$ cat src/rtl/usb_irq_consts.svh
// constants for the usb device interrupt logic
`ifndef USB_IRQ_CONSTS_SVH
`define USB_IRQ_CONSTS_SVH

// ---------------------------------------------------------------
// command codes and transfer length
// ---------------------------------------------------------------
`define CMD_READ_IRQ 8'hC0
`define IRQ_READ_BYTES 2'h3

// ---------------------------------------------------------------
// source register bit positions
// ---------------------------------------------------------------
`define BIT_BUS_RESET 0
`define BIT_RESUME 1
`define BIT_SLEEP_ENTRY 2
`define BIT_TRANSFER_DONE 3
`define BIT_FRAME 4
`define BIT_PSEUDO_FRAME 5
`define BIT_BUS_SLEEP 7
`define BIT_CTRL_OUT 8
`define BIT_CTRL_IN 9
`define BIT_EP_FIRST 10
`define NUM_EP 14
`define NUM_SRC 24

// read clears these latched flags
`define READ_CLEAR_MASK 32'h0000001B
// reserved bits never read as one
`define SRC_VALID_MASK 32'h00FFFFBF

// ---------------------------------------------------------------
// timing
// ---------------------------------------------------------------
`define CLK_HZ 20000000
`define FRAME_US 1000
`define FRAME_CYCLES ((`CLK_HZ / 1000000) * `FRAME_US)
`define PULSE_NS 166
// least time: round up
`define PULSE_CYCLES ((`PULSE_NS * (`CLK_HZ / 1000000) + 999) / 1000)
`define MISSED_FOR_SLEEP 2'h3

`endif

$ cat src/rtl/usb_irq_pkg.sv
// types for the usb device interrupt logic
package usb_irq_pkg;
    typedef enum logic [1:0] {
        RD_IDLE = 2'b00,
        RD_DATA = 2'b01
    } rd_state_t;

    typedef struct packed {
        rd_state_t rd_state;
        logic [1:0] byte_idx;
        logic [31:0] snap;
        logic [7:0] rd_data;
        logic [23:0] src;
        logic [31:0] enable;
        logic global_en;
        logic polarity_high;
        logic pulse_style;
        logic [14:0] frame_cnt;
        logic [1:0] missed;
        logic frame_seen;
        logic bus_asleep;
        logic sleep_req;
        logic any_prev;
        logic [2:0] pulse_cnt;
        logic irq_pin;
    } state_t;
endpackage

$ cat src/rtl/usb_irq_logic.sv
// interrupt source, gating and output logic of a full-speed usb device
`include "usb_irq_consts.svh"

// Summary of operation
// - flag per programmable endpoint 1 to 14
// - separate control IN and OUT flags
// - bus sleep bit follows live bus
// - pseudo frame flag every 1 ms once a real frame is seen, until suspend
// - three missed frames enter suspend
// - own enable for pseudo frame interrupt
// - frame flag on detected start of frame
// - transfer done flag on counter zero
// - sleep entry flag on awake to suspend
// - resume flag on resume signalling
// - bus reset flag on bus reset
// - always log; enables gate the request
// - global enable blocks the output
// - polarity and style; default low, level
// - pulse of at least 166 ns (4 cycles, 200 ns) on rising OR
// - source read clears six event flags
// - endpoint flag cleared by status read
// - setup/out flag after data acknowledged
// - bulk flag on every ack
// - iso flag on every transaction
module usb_irq_logic (
    // clock and reset
    input wire logic clk,
    input wire logic sys_rst,
    // command interface (same clock domain)
    input wire logic cmd_valid,
    input wire logic [7:0] cmd_code,
    input wire logic data_rd,
    output logic [7:0] data_out,
    // configuration writes
    input wire logic enable_wr,
    input wire logic [31:0] enable_wdata,
    input wire logic mode_wr,
    input wire logic global_irq_enable,
    input wire logic hwcfg_wr,
    input wire logic irq_polarity_select,
    input wire logic irq_signal_style,
    // endpoint events and status reads
    input wire logic [13:0] ep_event,
    input wire logic [13:0] ep_status_rd,
    input wire logic ctrl_in_event,
    input wire logic ctrl_out_event,
    input wire logic ctrl_in_status_rd,
    input wire logic ctrl_out_status_rd,
    // bus events from the serial engine
    input wire logic frame_seen_pulse,
    input wire logic bus_reset_pulse,
    input wire logic resume_pulse,
    input wire logic dma_count_zero,
    input wire logic bus_idle_level,
    // outputs
    output logic irq_out,
    output logic bus_sleep_state,
    output logic sleep_request
);

    usb_irq_pkg::state_t s_q;
    usb_irq_pkg::state_t s_d;

    // ---------------------------------------------------------------
    // idle-line input synchroniser, three stages
    // ---------------------------------------------------------------
    logic [2:0] idle_sync_q;

    // the bus idle level comes from the transceiver domain
    always_ff @(posedge clk) begin
        if (sys_rst) begin
            idle_sync_q <= 3'h0;
        end else begin
            idle_sync_q <= {idle_sync_q[1:0], bus_idle_level};
        end
    end

    // ---------------------------------------------------------------
    // event vector assembly
    // ---------------------------------------------------------------
    logic [23:0] set_vec;
    logic [23:0] clr_vec;
    logic [31:0] src_full;
    logic any_req;
    logic read_start;
    logic read_last;
    logic sleep_now;
    logic pseudo_tick;
    // endpoint vectors kept apart so set_vec and clr_vec have one writer each
    logic [`NUM_EP-1:0] ep_set;
    logic [`NUM_EP-1:0] ep_clr;

    assign read_start = cmd_valid && (cmd_code == `CMD_READ_IRQ);
    assign read_last = (s_q.rd_state == usb_irq_pkg::RD_DATA) && data_rd
        && (s_q.byte_idx == `IRQ_READ_BYTES);
    assign src_full = {8'h00, s_q.src} & `SRC_VALID_MASK;

    // endpoint flags: the caller pulses ep_event after acking data,
    // on every bulk ack and on every iso transaction
    genvar gi;
    generate
        for (gi = 0; gi < `NUM_EP; gi = gi + 1) begin : g_ep
            assign ep_set[gi] = ep_event[gi];
            assign ep_clr[gi] = ep_status_rd[gi];
        end
    endgenerate

    // ---------------------------------------------------------------
    // next-state logic
    // ---------------------------------------------------------------
    always_comb begin
        s_d = s_q;
        // live bus status once the last two stages agree
        if (idle_sync_q[2] == idle_sync_q[1]) begin
            s_d.bus_asleep = idle_sync_q[2] | s_q.sleep_req;
        end
        // frame timer: restart on a real frame, else tick every 1 ms
        pseudo_tick = 1'b0;
        if (frame_seen_pulse) begin
            s_d.frame_cnt = 15'h0000;
            s_d.missed = 2'h0;
            s_d.sleep_req = 1'b0;
            s_d.frame_seen = 1'b1;
        end else if (s_q.frame_cnt == 15'(`FRAME_CYCLES - 1)) begin
            s_d.frame_cnt = 15'h0000;
            pseudo_tick = s_q.frame_seen;
            if (s_q.frame_seen && s_q.missed != `MISSED_FOR_SLEEP) begin
                s_d.missed = s_q.missed + 2'h1;
            end
        end else begin
            s_d.frame_cnt = s_q.frame_cnt + 15'h0001;
        end
        if (s_d.missed == `MISSED_FOR_SLEEP) begin
            s_d.sleep_req = 1'b1;
            s_d.frame_seen = 1'b0;
        end
        if (bus_reset_pulse || resume_pulse) begin
            s_d.sleep_req = 1'b0;
            s_d.missed = 2'h0;
        end
        sleep_now = s_d.bus_asleep && !s_q.bus_asleep;

        // set and clear vectors for the non-endpoint flags
        set_vec[7:0] = 8'h00;
        clr_vec[7:0] = 8'h00;
        set_vec[`BIT_BUS_RESET] = bus_reset_pulse;
        set_vec[`BIT_RESUME] = resume_pulse;
        set_vec[`BIT_SLEEP_ENTRY] = sleep_now;
        set_vec[`BIT_TRANSFER_DONE] = dma_count_zero;
        set_vec[`BIT_FRAME] = frame_seen_pulse;
        set_vec[`BIT_PSEUDO_FRAME] = pseudo_tick;
        if (read_last) begin
            clr_vec[7:0] = 8'(`READ_CLEAR_MASK);
        end
        // sleep entry and pseudo frame also clear on every completed source read
        if (read_last) begin
            clr_vec[`BIT_SLEEP_ENTRY] = 1'b1;
            clr_vec[`BIT_PSEUDO_FRAME] = 1'b1;
        end
        set_vec[`BIT_CTRL_OUT] = ctrl_out_event;
        set_vec[`BIT_CTRL_IN] = ctrl_in_event;
        clr_vec[`BIT_CTRL_OUT] = ctrl_out_status_rd;
        clr_vec[`BIT_CTRL_IN] = ctrl_in_status_rd;
        set_vec[`BIT_EP_FIRST +: `NUM_EP] = ep_set;
        clr_vec[`BIT_EP_FIRST +: `NUM_EP] = ep_clr;

        // set beats clear so no event is lost; always logged
        s_d.src = (s_q.src & ~clr_vec) | set_vec;
        s_d.src[`BIT_BUS_SLEEP] = s_d.bus_asleep;

        // four-byte read sequencer, snapshot taken at command
        case (s_q.rd_state)
            usb_irq_pkg::RD_IDLE: begin
                if (read_start) begin
                    s_d.rd_state = usb_irq_pkg::RD_DATA;
                    s_d.byte_idx = 2'h0;
                    s_d.snap = src_full;
                    s_d.rd_data = src_full[7:0];
                end
            end
            usb_irq_pkg::RD_DATA: begin
                if (data_rd) begin
                    s_d.byte_idx = s_q.byte_idx + 2'h1;
                    s_d.rd_data = s_q.snap[8 * (s_q.byte_idx + 2'h1) +: 8];
                    if (read_last) begin
                        s_d.rd_state = usb_irq_pkg::RD_IDLE;
                        s_d.rd_data = 8'h00;
                    end
                end
            end
            default: begin
                s_d.rd_state = usb_irq_pkg::RD_IDLE;
            end
        endcase

        // configuration writes
        if (enable_wr) begin
            s_d.enable = enable_wdata;
        end
        if (mode_wr) begin
            s_d.global_en = global_irq_enable;
        end
        if (hwcfg_wr) begin
            s_d.polarity_high = irq_polarity_select;
            s_d.pulse_style = irq_signal_style;
        end

        // gated request: per-bit enables, then global enable
        any_req = s_q.global_en && |(src_full & s_q.enable);
        s_d.any_prev = any_req;
        if (s_q.pulse_cnt != 3'h0) begin
            s_d.pulse_cnt = s_q.pulse_cnt - 3'h1;
        end else if (s_q.pulse_style && any_req && !s_q.any_prev) begin
            s_d.pulse_cnt = 3'(`PULSE_CYCLES);
        end
        if (s_q.pulse_style) begin
            s_d.irq_pin = (s_d.pulse_cnt != 3'h0) ~^ s_q.polarity_high;
        end else begin
            s_d.irq_pin = any_req ~^ s_q.polarity_high;
        end
    end

    // ---------------------------------------------------------------
    // state register
    // ---------------------------------------------------------------
    // reset defaults: active low, level style, output idle high
    always_ff @(posedge clk) begin
        if (sys_rst) begin
            s_q <= '0;
            s_q.irq_pin <= 1'b1;
        end else begin
            s_q <= s_d;
        end
    end

    assign data_out = s_q.rd_data;
    assign irq_out = s_q.irq_pin;
    assign bus_sleep_state = s_q.bus_asleep;
    assign sleep_request = s_q.sleep_req;

    // ---------------------------------------------------------------
    // assertions
    // ---------------------------------------------------------------
    a_level_follows_req: assert property (@(posedge clk) disable iff (sys_rst)
        !s_q.pulse_style && !$past(s_q.pulse_style) && $stable(s_q.polarity_high)
        |-> irq_out == ($past(s_q.global_en && |(src_full & s_q.enable)) ~^ s_q.polarity_high))
        else $error("level output does not follow request");
    a_global_blocks: assert property (@(posedge clk) disable iff (sys_rst)
        !s_q.global_en && !s_q.pulse_style ##1 !s_q.pulse_style && $stable(s_q.polarity_high)
        |-> irq_out == !s_q.polarity_high)
        else $error("global disable did not block output");
    a_pulse_width: assert property (@(posedge clk) disable iff (sys_rst)
        $rose(s_q.pulse_cnt != 3'h0) |-> (s_q.pulse_cnt != 3'h0) [*4] ##1 s_q.pulse_cnt == 3'h0)
        else $error("pulse width wrong");
    a_read_clears: assert property (@(posedge clk) disable iff (sys_rst)
        read_last && !bus_reset_pulse |=> !s_q.src[`BIT_BUS_RESET])
        else $error("bus reset flag survived read");
    a_ep_kept: assert property (@(posedge clk) disable iff (sys_rst)
        read_last && s_q.src[`BIT_EP_FIRST] && !ep_status_rd[0] |=> s_q.src[`BIT_EP_FIRST])
        else $error("endpoint flag cleared by source read");
    a_set_wins: assert property (@(posedge clk) disable iff (sys_rst)
        ep_event[0] |=> s_q.src[`BIT_EP_FIRST])
        else $error("endpoint event lost");
    a_frame_flag: assert property (@(posedge clk) disable iff (sys_rst)
        frame_seen_pulse |=> s_q.src[`BIT_FRAME] && s_q.frame_cnt == 15'h0000)
        else $error("frame flag not set");
    a_sleep_entry: assert property (@(posedge clk) disable iff (sys_rst)
        $rose(s_q.bus_asleep) |-> s_q.src[`BIT_SLEEP_ENTRY])
        else $error("sleep entry flag missing");
    a_missed_sleep: assert property (@(posedge clk) disable iff (sys_rst)
        s_q.missed == `MISSED_FOR_SLEEP |-> s_q.sleep_req)
        else $error("no suspend after missed frames");
    // pseudo tick always lands in its flag
    a_pseudo_flag: assert property (@(posedge clk) disable iff (sys_rst)
        pseudo_tick |=> s_q.src[`BIT_PSEUDO_FRAME])
        else $error("pseudo frame flag not set");
    // frame timer wraps at one frame
    a_frame_timer: assert property (@(posedge clk) disable iff (sys_rst)
        s_q.frame_cnt <= 15'(`FRAME_CYCLES - 1))
        else $error("frame timer out of range");
    // enabled pseudo flag raises the request
    a_pseudo_gate: assert property (@(posedge clk) disable iff (sys_rst)
        s_q.global_en && s_q.enable[`BIT_PSEUDO_FRAME] && s_q.src[`BIT_PSEUDO_FRAME] |-> any_req)
        else $error("pseudo frame enable ignored");
    // bus sleep bit is live, never latched
    a_bus_sleep_bit: assert property (@(posedge clk) disable iff (sys_rst)
        s_q.src[`BIT_BUS_SLEEP] == s_q.bus_asleep)
        else $error("bus sleep bit differs from bus state");
    // transfer done event is logged
    a_done_flag: assert property (@(posedge clk) disable iff (sys_rst)
        dma_count_zero |=> s_q.src[`BIT_TRANSFER_DONE])
        else $error("transfer done flag not set");
    // resume event is logged
    a_resume_flag: assert property (@(posedge clk) disable iff (sys_rst)
        resume_pulse |=> s_q.src[`BIT_RESUME])
        else $error("resume flag not set");
    // bus reset event is logged
    a_reset_flag: assert property (@(posedge clk) disable iff (sys_rst)
        bus_reset_pulse |=> s_q.src[`BIT_BUS_RESET])
        else $error("bus reset flag not set");
    // control in event is logged
    a_ctrl_in_flag: assert property (@(posedge clk) disable iff (sys_rst)
        ctrl_in_event |=> s_q.src[`BIT_CTRL_IN])
        else $error("control in flag not set");
    // control out event is logged
    a_ctrl_out_flag: assert property (@(posedge clk) disable iff (sys_rst)
        ctrl_out_event |=> s_q.src[`BIT_CTRL_OUT])
        else $error("control out flag not set");
    // highest endpoint logged whatever its enable
    a_masked_logged: assert property (@(posedge clk) disable iff (sys_rst)
        ep_event[`NUM_EP-1] |=> s_q.src[`BIT_EP_FIRST + `NUM_EP - 1])
        else $error("masked endpoint event not logged");
    // global disable kills the request
    a_global_gate: assert property (@(posedge clk) disable iff (sys_rst)
        !s_q.global_en |-> !any_req)
        else $error("request passed global disable");
    // pulse pin follows the counter and polarity
    a_pulse_shape: assert property (@(posedge clk) disable iff (sys_rst)
        s_q.pulse_style && $past(s_q.pulse_style) && $stable(s_q.polarity_high)
        |-> irq_out == ((s_q.pulse_cnt != 3'h0) ~^ s_q.polarity_high))
        else $error("pulse output level wrong");
    // no new pulse without a rising request
    a_pulse_once: assert property (@(posedge clk) disable iff (sys_rst)
        s_q.pulse_style && s_q.pulse_cnt == 3'h0 && !(any_req && !s_q.any_prev)
        |=> s_q.pulse_cnt == 3'h0)
        else $error("pulse without rising request");
    // pulse counter never above its load value
    a_pulse_range: assert property (@(posedge clk) disable iff (sys_rst)
        s_q.pulse_cnt <= 3'(`PULSE_CYCLES))
        else $error("pulse counter out of range");
    // status read clears its endpoint flag
    a_ep_cleared: assert property (@(posedge clk) disable iff (sys_rst)
        ep_status_rd[0] && !ep_event[0] |=> !s_q.src[`BIT_EP_FIRST])
        else $error("endpoint flag survived status read");
    // last byte returns the sequencer to idle
    a_read_return: assert property (@(posedge clk) disable iff (sys_rst)
        read_last |=> s_q.rd_state == usb_irq_pkg::RD_IDLE && data_out == 8'h00)
        else $error("read sequencer did not return to idle");
    // a real frame ends the suspend request
    a_sleep_cleared: assert property (@(posedge clk) disable iff (sys_rst)
        frame_seen_pulse |=> !s_q.sleep_req && s_q.missed == 2'h0)
        else $error("frame did not clear suspend request");
    // suspend request only with a full miss count
    a_missed_range: assert property (@(posedge clk) disable iff (sys_rst)
        s_q.sleep_req |-> s_q.missed == `MISSED_FOR_SLEEP)
        else $error("suspend request without missed frames");

endmodule

$ cat config.mk
export PLATFORM = sky130hd
export DESIGN_NAME = usb_irq_logic
export DESIGN_NICKNAME = d
export VERILOG_FILES = /design/src/rtl/usb_irq_pkg.sv /design/src/rtl/usb_irq_logic.sv
export VERILOG_INCLUDE_DIRS = /design/src /design/src/rtl
export SDC_FILE = /design/constraint.sdc
export NUM_CORES = 1
export LEC_CHECK = 0
export BUFFER_PORTS_ARGS = -buffer_cell sky130_fd_sc_hd__buf_2
export CORE_AREA = 2 2 80 101
export CTS_BUF_LIST = sky130_fd_sc_hd__clkbuf_8 sky130_fd_sc_hd__clkbuf_16
export CTS_CLUSTER_DIAMETER = 200
export CTS_CLUSTER_SIZE = 28
export DETAILED_ROUTE_END_ITERATION = 7
export DIE_AREA = 0 0 82 103
export GPL_ROUTABILITY_DRIVEN = 0
export PLACE_DENSITY = 0.88
export SLEW_MARGIN = 10
export SYNTH_ARGS = -nofsm -noshare
export SYNTH_HDL_FRONTEND = slang
export SYNTH_SLANG_ARGS = --single-unit
$ cat constraint.sdc
create_clock -name clk -period 2.5 [get_ports clk]
set_input_delay 0.375 -clock clk [delete_from_list [all_inputs] [get_ports clk]]
set_output_delay 0.375 -clock clk [all_outputs]
set_load 0.005 [all_outputs]
==> run summary, run 1 <==
CP Capture Type: flip-flop
First-pass GRT wire length: 14810 µm
Final instance area: 0.004826 mm²
Chip Width: 82 µm
Final setup viols: 0
RSZ-0062 raised after global routing: no
Number of global-route vias before repair: 3304
Sequential-to-total area share from yosys stat: 49.55%
CTS resizes: 0
Leakage: 2.075 nW
WL final: 9118 µm
Clock Pin Slew Worst Setup and Hold Paths: 0.09 ns
Placed instance area: 0.004616 mm²
Setup TNS: 0 ns
Cts hold-fix bufs: 0
CP required: 2.80 ns
# nets final: 640
Clk pwr share: 33.3%
Commonest non-fill, non-tap cell in the layout: dfxtp_1
Fin Hold WS: 0.2079 ns
Switching power: 0.8319 mW
Commonest cells after routing, fill and taps aside: dfxtp_1 (103), buf_2 (88), nor2_1 (73)
VDD IR-drop max: 0.4280 mV
Net Sw Frac: 25.25%
Avg WL per Cell: 14.09 µm
Period utilisation layout: 79.68%
Die area: 0.008446 mm²
First DRT Iteration DRCs: 276
Final core occ: 63.77%
Max transition margin: 54.43%
Wl on met1: 3760 µm
Final std cells w/o fill: 647
Via count: 3515
GRT overflow: 0
Asr flop ratio synth: 0%
Initial antenna violation count: 0
Post-Syn Instances: 475
Syn_nets: 567
Pwr Total: 3.295 mW
Layout filler cell count: 615
Ant. Diodes: 0
Worst slack at placement: 0.5743 ns
Layout cells sized above 1: 21.38%
Initial Util: 54.99%
Total iterations of the first detailed-routing run: 5
Worst hold-check path type: in -> reg
Row count: 36
Detail Route met3 WL: 545 µm
Metal2 WL: 4524 µm
Setup CP Type: reg -> reg
Startpoint Class: flip-flop
Vias per cell: 5.433
Max Clock Freq: 502.0 MHz
Syn_area_per_cell: 8.761 µm²
Core area: 0.007567 mm²
Skew final: 0.01586 ns
Combinational Power Share: 12.4%
Synth warn: 0
Power per cell area: 682.8 mW/mm²
CTS tree: done
Cell area after synthesis: 0.004161 mm²
DR top layer: met4
Worst-margin pin slew: 0.6836 ns
Final HPWL DP: 6613 µm
Final worst path period need: 1.992 ns
Internal power: 2.463 mW
DRC: 0
Die Ht: 103 µm
Antenna Nets Post-Route: 0
Reg2Reg Depth: 6
Slack of the critical path: 0.5080 ns
H-Tree Level Count: 3
Clk sink count: 103
I/O pins: 98
GR Util All Layers: 23.03%
Largest net degree at the start of global routing: 89
Synth Register Bits: 103
Worst-Skew Late Latency: 0.37 ns
Number of enable flip-flop cells after synthesis: 0
Yosys cell types: 42
Max-cap violations: 0
Area Overhead vs Synth: 15.97%
Root Driver: clkbuf_8
Max Buffers Root-to-Sink: 2
Critical path fanouts, max: 4
Status: finished clean
DP Cell Count: 632
CP arrival: 2.30 ns
Main synth FF type: dfxtp_1
Slew Limit Fails: 0
Seq pwr share: 54.3%
Final Hold Violating Endpoints: 0
Port Buffers: 88
Postcts setup bufs: 0
Hold path cells: 3
CTS Buf Count: 9
## power groups by stage
stage	Sequential, mW	Clock [mW]	Combinational [mW]
floorplan	1.80	0	0.280
global placement	1.82	0	0.376
detailed placement	1.83	0	0.399
CTS	1.79	1.11	0.411
global route	1.80	1.18	0.460
finish	1.79	1.10	0.408
## critical path, stage by stage, from the launching register on
cell	delay, ns
dfxtp_1	0.34
a222oi_1	0.38
nand3_1	0.18
nor4_4	0.44
a31oi_1	0.15
a211oi_2	0.24
mux2i_1	0.19
## cell usage after synthesis (4+ instances only)
cell | instances | area share (%)
dfxtp_1 | 103 | 50
nor2_1 | 73 | 6.6
nand2_1 | 60 | 5.4
a21oi_1 | 46 | 5.5
mux2i_1 | 31 | 7.5
inv_1 | 21 | 1.9
nand3_1 | 19 | 2.3
clkbuf_1 | 16 | 1.4
a22oi_1 | 10 | 1.8
a31oi_1 | 10 | 1.5
xor2_1 | 9 | 1.9
buf_4 | 8 | 1.4
mux2_2 | 7 | 1.9
ha_1 | 5 | 1.5
buf_1 | 4 | 0.36
nor2b_1 | 4 | 0.60
nor3_1 | 4 | 0.48
xnor2_1 | 4 | 0.84
## routing by layer
layer | vias up | track usage, %
li1 | 1742 | -
met1 | 1629 | 27.64
met2 | 117 | 37.96
met3 | 27 | 4.816
met4 | 0 | 13.21
met5 | - | 0
## logic make-up after synthesis
family	Yosys count	share of synthesized area (%)
adders and majority gates	5	1.503
DFF	103	49.55
AOI/OAI and AO/OA	77	10.85
buffers and inverters	50	5.262
muxes	38	9.351
xor gates and xnor gates	13	2.736
and+or+nand+nor	189	20.75
## sequential cells by signal (all words and copies together) (netlist names)
| signal | cells |
|---|---|
| idle_sync_q | 3 |
| s_q | 90 |
| sleep_request | 1 |
| data_out | 8 |
| irq_out | 1 |
## path summary, 6_finish.rpt
check                                     from        endpoint  slack [ns]
worst max-delay path                   s_q[70]         irq_out        0.51
worst min-delay path               ep_event[4]         s_q[74]        0.21
worst max register to register         s_q[70]         irq_out        0.51
worst min register to register  idle_sync_q[0]  idle_sync_q[1]        0.46
## layout make-up
cell class	count	area [µm²]	share of cell area, %
tap	95	118.9	2.463
timing repair buffer	91	475.5	9.852
sequential	103	2062	42.73
clock buffer	9	123.9	2.567
clock inverter	6	86.33	1.789
inverter	21	78.83	1.633
multi-input combinational	322	1881	38.97
(Power assumes the default switching activity.)
==> inputs of run 2 (changes only) <==
--- a/config.mk
+++ b/config.mk
@@ -7,14 +7,14 @@
 export NUM_CORES = 1
 export LEC_CHECK = 0
 export BUFFER_PORTS_ARGS = -buffer_cell sky130_fd_sc_hd__buf_2
-export CORE_AREA = 2 2 80 101
+export CORE_AREA = 2 2 87 110
 export CTS_BUF_LIST = sky130_fd_sc_hd__clkbuf_8 sky130_fd_sc_hd__clkbuf_16
 export CTS_CLUSTER_DIAMETER = 200
 export CTS_CLUSTER_SIZE = 28
 export DETAILED_ROUTE_END_ITERATION = 7
-export DIE_AREA = 0 0 82 103
+export DIE_AREA = 0 0 89 112
 export GPL_ROUTABILITY_DRIVEN = 0
-export PLACE_DENSITY = 0.88
+export PLACE_DENSITY = 0.8
 export SLEW_MARGIN = 10
 export SYNTH_ARGS = -nofsm -noshare
 export SYNTH_HDL_FRONTEND = slang
==> constraint.sdc (replaced) <==
create_clock -name clk -period 1.8 [get_ports clk]
set_input_delay 0.27 -clock clk [delete_from_list [all_inputs] [get_ports clk]]
set_output_delay 0.27 -clock clk [all_outputs]
set_load 0.005 [all_outputs]
==> run summary, run 2 (synthesis gave the netlist of run 1 again) <==
Status: finished, violations left
Failing checks: negative setup slack
Die area: 0.009968 mm² (+18%)
RR Endpoint: irq_out
I/O pins: 98 (unchanged)
Hold_sp: ep_event[2]
Skew final: 0.006596 ns (-0.009260 ns)
Initial Util: 46.35% (-8.6 points)
Cts hold-fix bufs: 0 (unchanged)
Critical path fanouts, max: 5 (+1)
CP Capture Type: flip-flop
Core area: 0.008979 mm² (+19%)
Clk sink count: 103 (unchanged)
Crit-path max cell delay: 0.34 ns (-0.10 ns)
Setup TNS: -0.02259 ns (-0.02259 ns)
Critical path, cell by cell: inv_1 > ha_1 > inv_1 > nor2_2 > nor2_1 > a31o_2 > a211oi_2 > mux2i_1
Via count: 3546 (+0.88%)
Period utilisation layout: 101.3% (+22 points)
VDD IR-drop max: 0.6335 mV (+48%)
Register name with the most flops: s_q
Root Driver: clkbuf_16
Max transition margin: 73.89% (+19 points)
CP required: 2.07 ns (-0.73 ns)
Layout cells sized above 1: 25.74% (+4.4 points)
Reg2Reg Setup Slack: -0.02 ns (-0.53 ns)
CTS tree: done
WL final: 9282 µm (+1.8%)
Commonest non-fill, non-tap cell in the layout: dfxtp_1
CP most frequent cell: inv_1
CTS Buf Count: 9 (unchanged)
Worst hold-check path type: in -> reg
Max-cap violations: 0 (unchanged)
CP arrival: 2.09 ns (-0.21 ns)
Max Buffers Root-to-Sink: 2 (unchanged)
Port Buffers: 88 (unchanged)
First DRT Iteration DRCs: 217 (-21%)
Slack of the critical path: -0.02259 ns (-0.5306 ns)
Ant. Diodes: 0 (unchanged)
Final worst path period need: 1.823 ns (-0.1694 ns)
Max Clock Freq: 548.7 MHz (+9.3%)
Chip Width: 89 µm (+8.5%)
Multi-input logic area: 0.001926 mm² (+2.4%)
Worst-Skew Late Latency: 0.34 ns (-0.03 ns)
Number of global-route vias before repair: 3399 (+2.9%)
Critical-path top delay cell: dfxtp_1
Layout filler cell count: 818 (+33%)
Vias per cell: 5.110 (-6.0%)
Slew Limit Fails: 0 (unchanged)
Worst Hold Endpoint: s_q[72]
DRC: 0 (unchanged)
Final Hold Violating Endpoints: 0 (unchanged)
Register area: 0.002064 mm² (+0.12%)
Power per cell area: 1009 mW/mm² (+48%)
Reg2Reg Depth: 8 (+2)
Row count: 39 (+8.3%)
GR Util All Layers: 19.62% (-3.4 points)
Placed instance area: 0.004778 mm² (+3.5%)
H-Tree Level Count: 3 (unchanged)
Largest net degree at the start of global routing: 85 (-4.5%)
Final instance area: 0.005159 mm² (+6.9%)
Avg WL per Cell: 13.37 µm (-5.1%)
FF-to-FF Start: s_q[1]
Startpoint Class: flip-flop
Hold path cells: 3 (unchanged)
Clock Pin Slew Worst Setup and Hold Paths: 0.07 ns (-0.02 ns)
Worst-margin pin slew: 0.3917 ns (-0.2919 ns)
RSZ-0062 raised after global routing: yes
Die Ht: 112 µm (+8.7%)
Commonest cells after routing, fill and taps aside: dfxtp_1 (101), buf_2 (88), nor2_1 (72)
Final setup viols: 1 (+1)
Final HPWL DP: 6791 µm (+2.7%)
Antenna Nets Post-Route: 0 (unchanged)
GRT overflow: 0 (unchanged)
Leakage: 2.234 nW (+7.7%)
Initial antenna violation count: 0 (unchanged)
Total iterations of the first detailed-routing run: 4 (-1)
# nets final: 658 (+2.8%)
Setup CP Type: reg -> reg
Max reg flops: 90 (unchanged)
First-pass GRT wire length: 15320 µm (+3.5%)
Pwr Total: 5.204 mW (+58%)
Area Overhead vs Synth: 23.96%
[run 2: changes by cell type in the layout (fill, tap and decap cells not counted), moves of 2 or more]
cell / previous run / this run
dfxtp_1: 103 / 101
a22oi_2: 0 / 3
inv_1: 21 / 23
clkbuf_8: 9 / 2
clkbuf_16: 0 / 9
dfxtp_2: 0 / 2
a22oi_1: 10 / 7
buf_4: 2 / 20
[run 2: final cells by class]
| type | instances | share of cell area (%) |
|---|---|---|
| Multi-Input combinational cell | 322 | 37.33 |
| Tap cell | 123 | 2.983 |
| Timing Repair Buffer | 109 | 11.84 |
| Clock buffer | 11 | 4.899 |
| Sequential cell | 103 | 40.02 |
| Clock inverter | 5 | 1.407 |
| Inverter | 21 | 1.528 |
[run 2: per-stage QoR]
step	hold slack [ns]	setup slack (ns)	cells	util, %
floorplan	0.3493	0.08132	475	-
global placement	0.4263	-0.08731	677	53.22
detailed placement	0.4390	-0.1056	677	53.22
CTS	0.1258	0.004332	693	57.04
global route	0.1412	-0.1704	694	57.46
finish	0.1341	-0.02259	694	57.46
[run 2: report_power, final]
group	leakage, nW	switching, mW	total (mW)	internal, mW
clock	0.168	0.798	2.08	1.28
combinational	1.22	0.322	0.640	0.318
sequential	0.844	0.0959	2.49	2.39
[run 2: worst max path at each step]
stage / from / to / cells past startpoint
2_1_floorplan: s_q[70] / irq_out / 6
3_3_place_gp: s_q[70] / irq_out / 6
3_5_place_dp: s_q[70] / irq_out / 6
4_1_cts: s_q[70] / irq_out / 6
5_1_grt: s_q[70] / irq_out / 6
6_report: s_q[1] / irq_out / 8
[run 2: per-layer routing]
metal / wire, µm / global-route usage (%) / up-vias
li1: - / - / 1792
met1: 4001 / 24.84 / 1652
met2: 4571 / 31.29 / 85
met3: 444 / 4.225 / 17
met4: 264 / 9.552 / 0
met5: 0 / 0 / -
[run 2: repair_timing]
item                       CTS  global route
buffers inserted             0             1
pin swaps                    4             3
resized for setup            4            10
setup endpoints to repair    5            10
[run 2: critical path: cells and delay by family (launching register included)]
family	cells	cell delay [ns]
AO/OA/AOI/OAI	2	0.45
flip-flops	1	0.34
buffers and inverters	2	0.24
adder cells (fa/ha/maj)	1	0.21
multiplexers	1	0.21
AND/OR/NAND/NOR	2	0.28
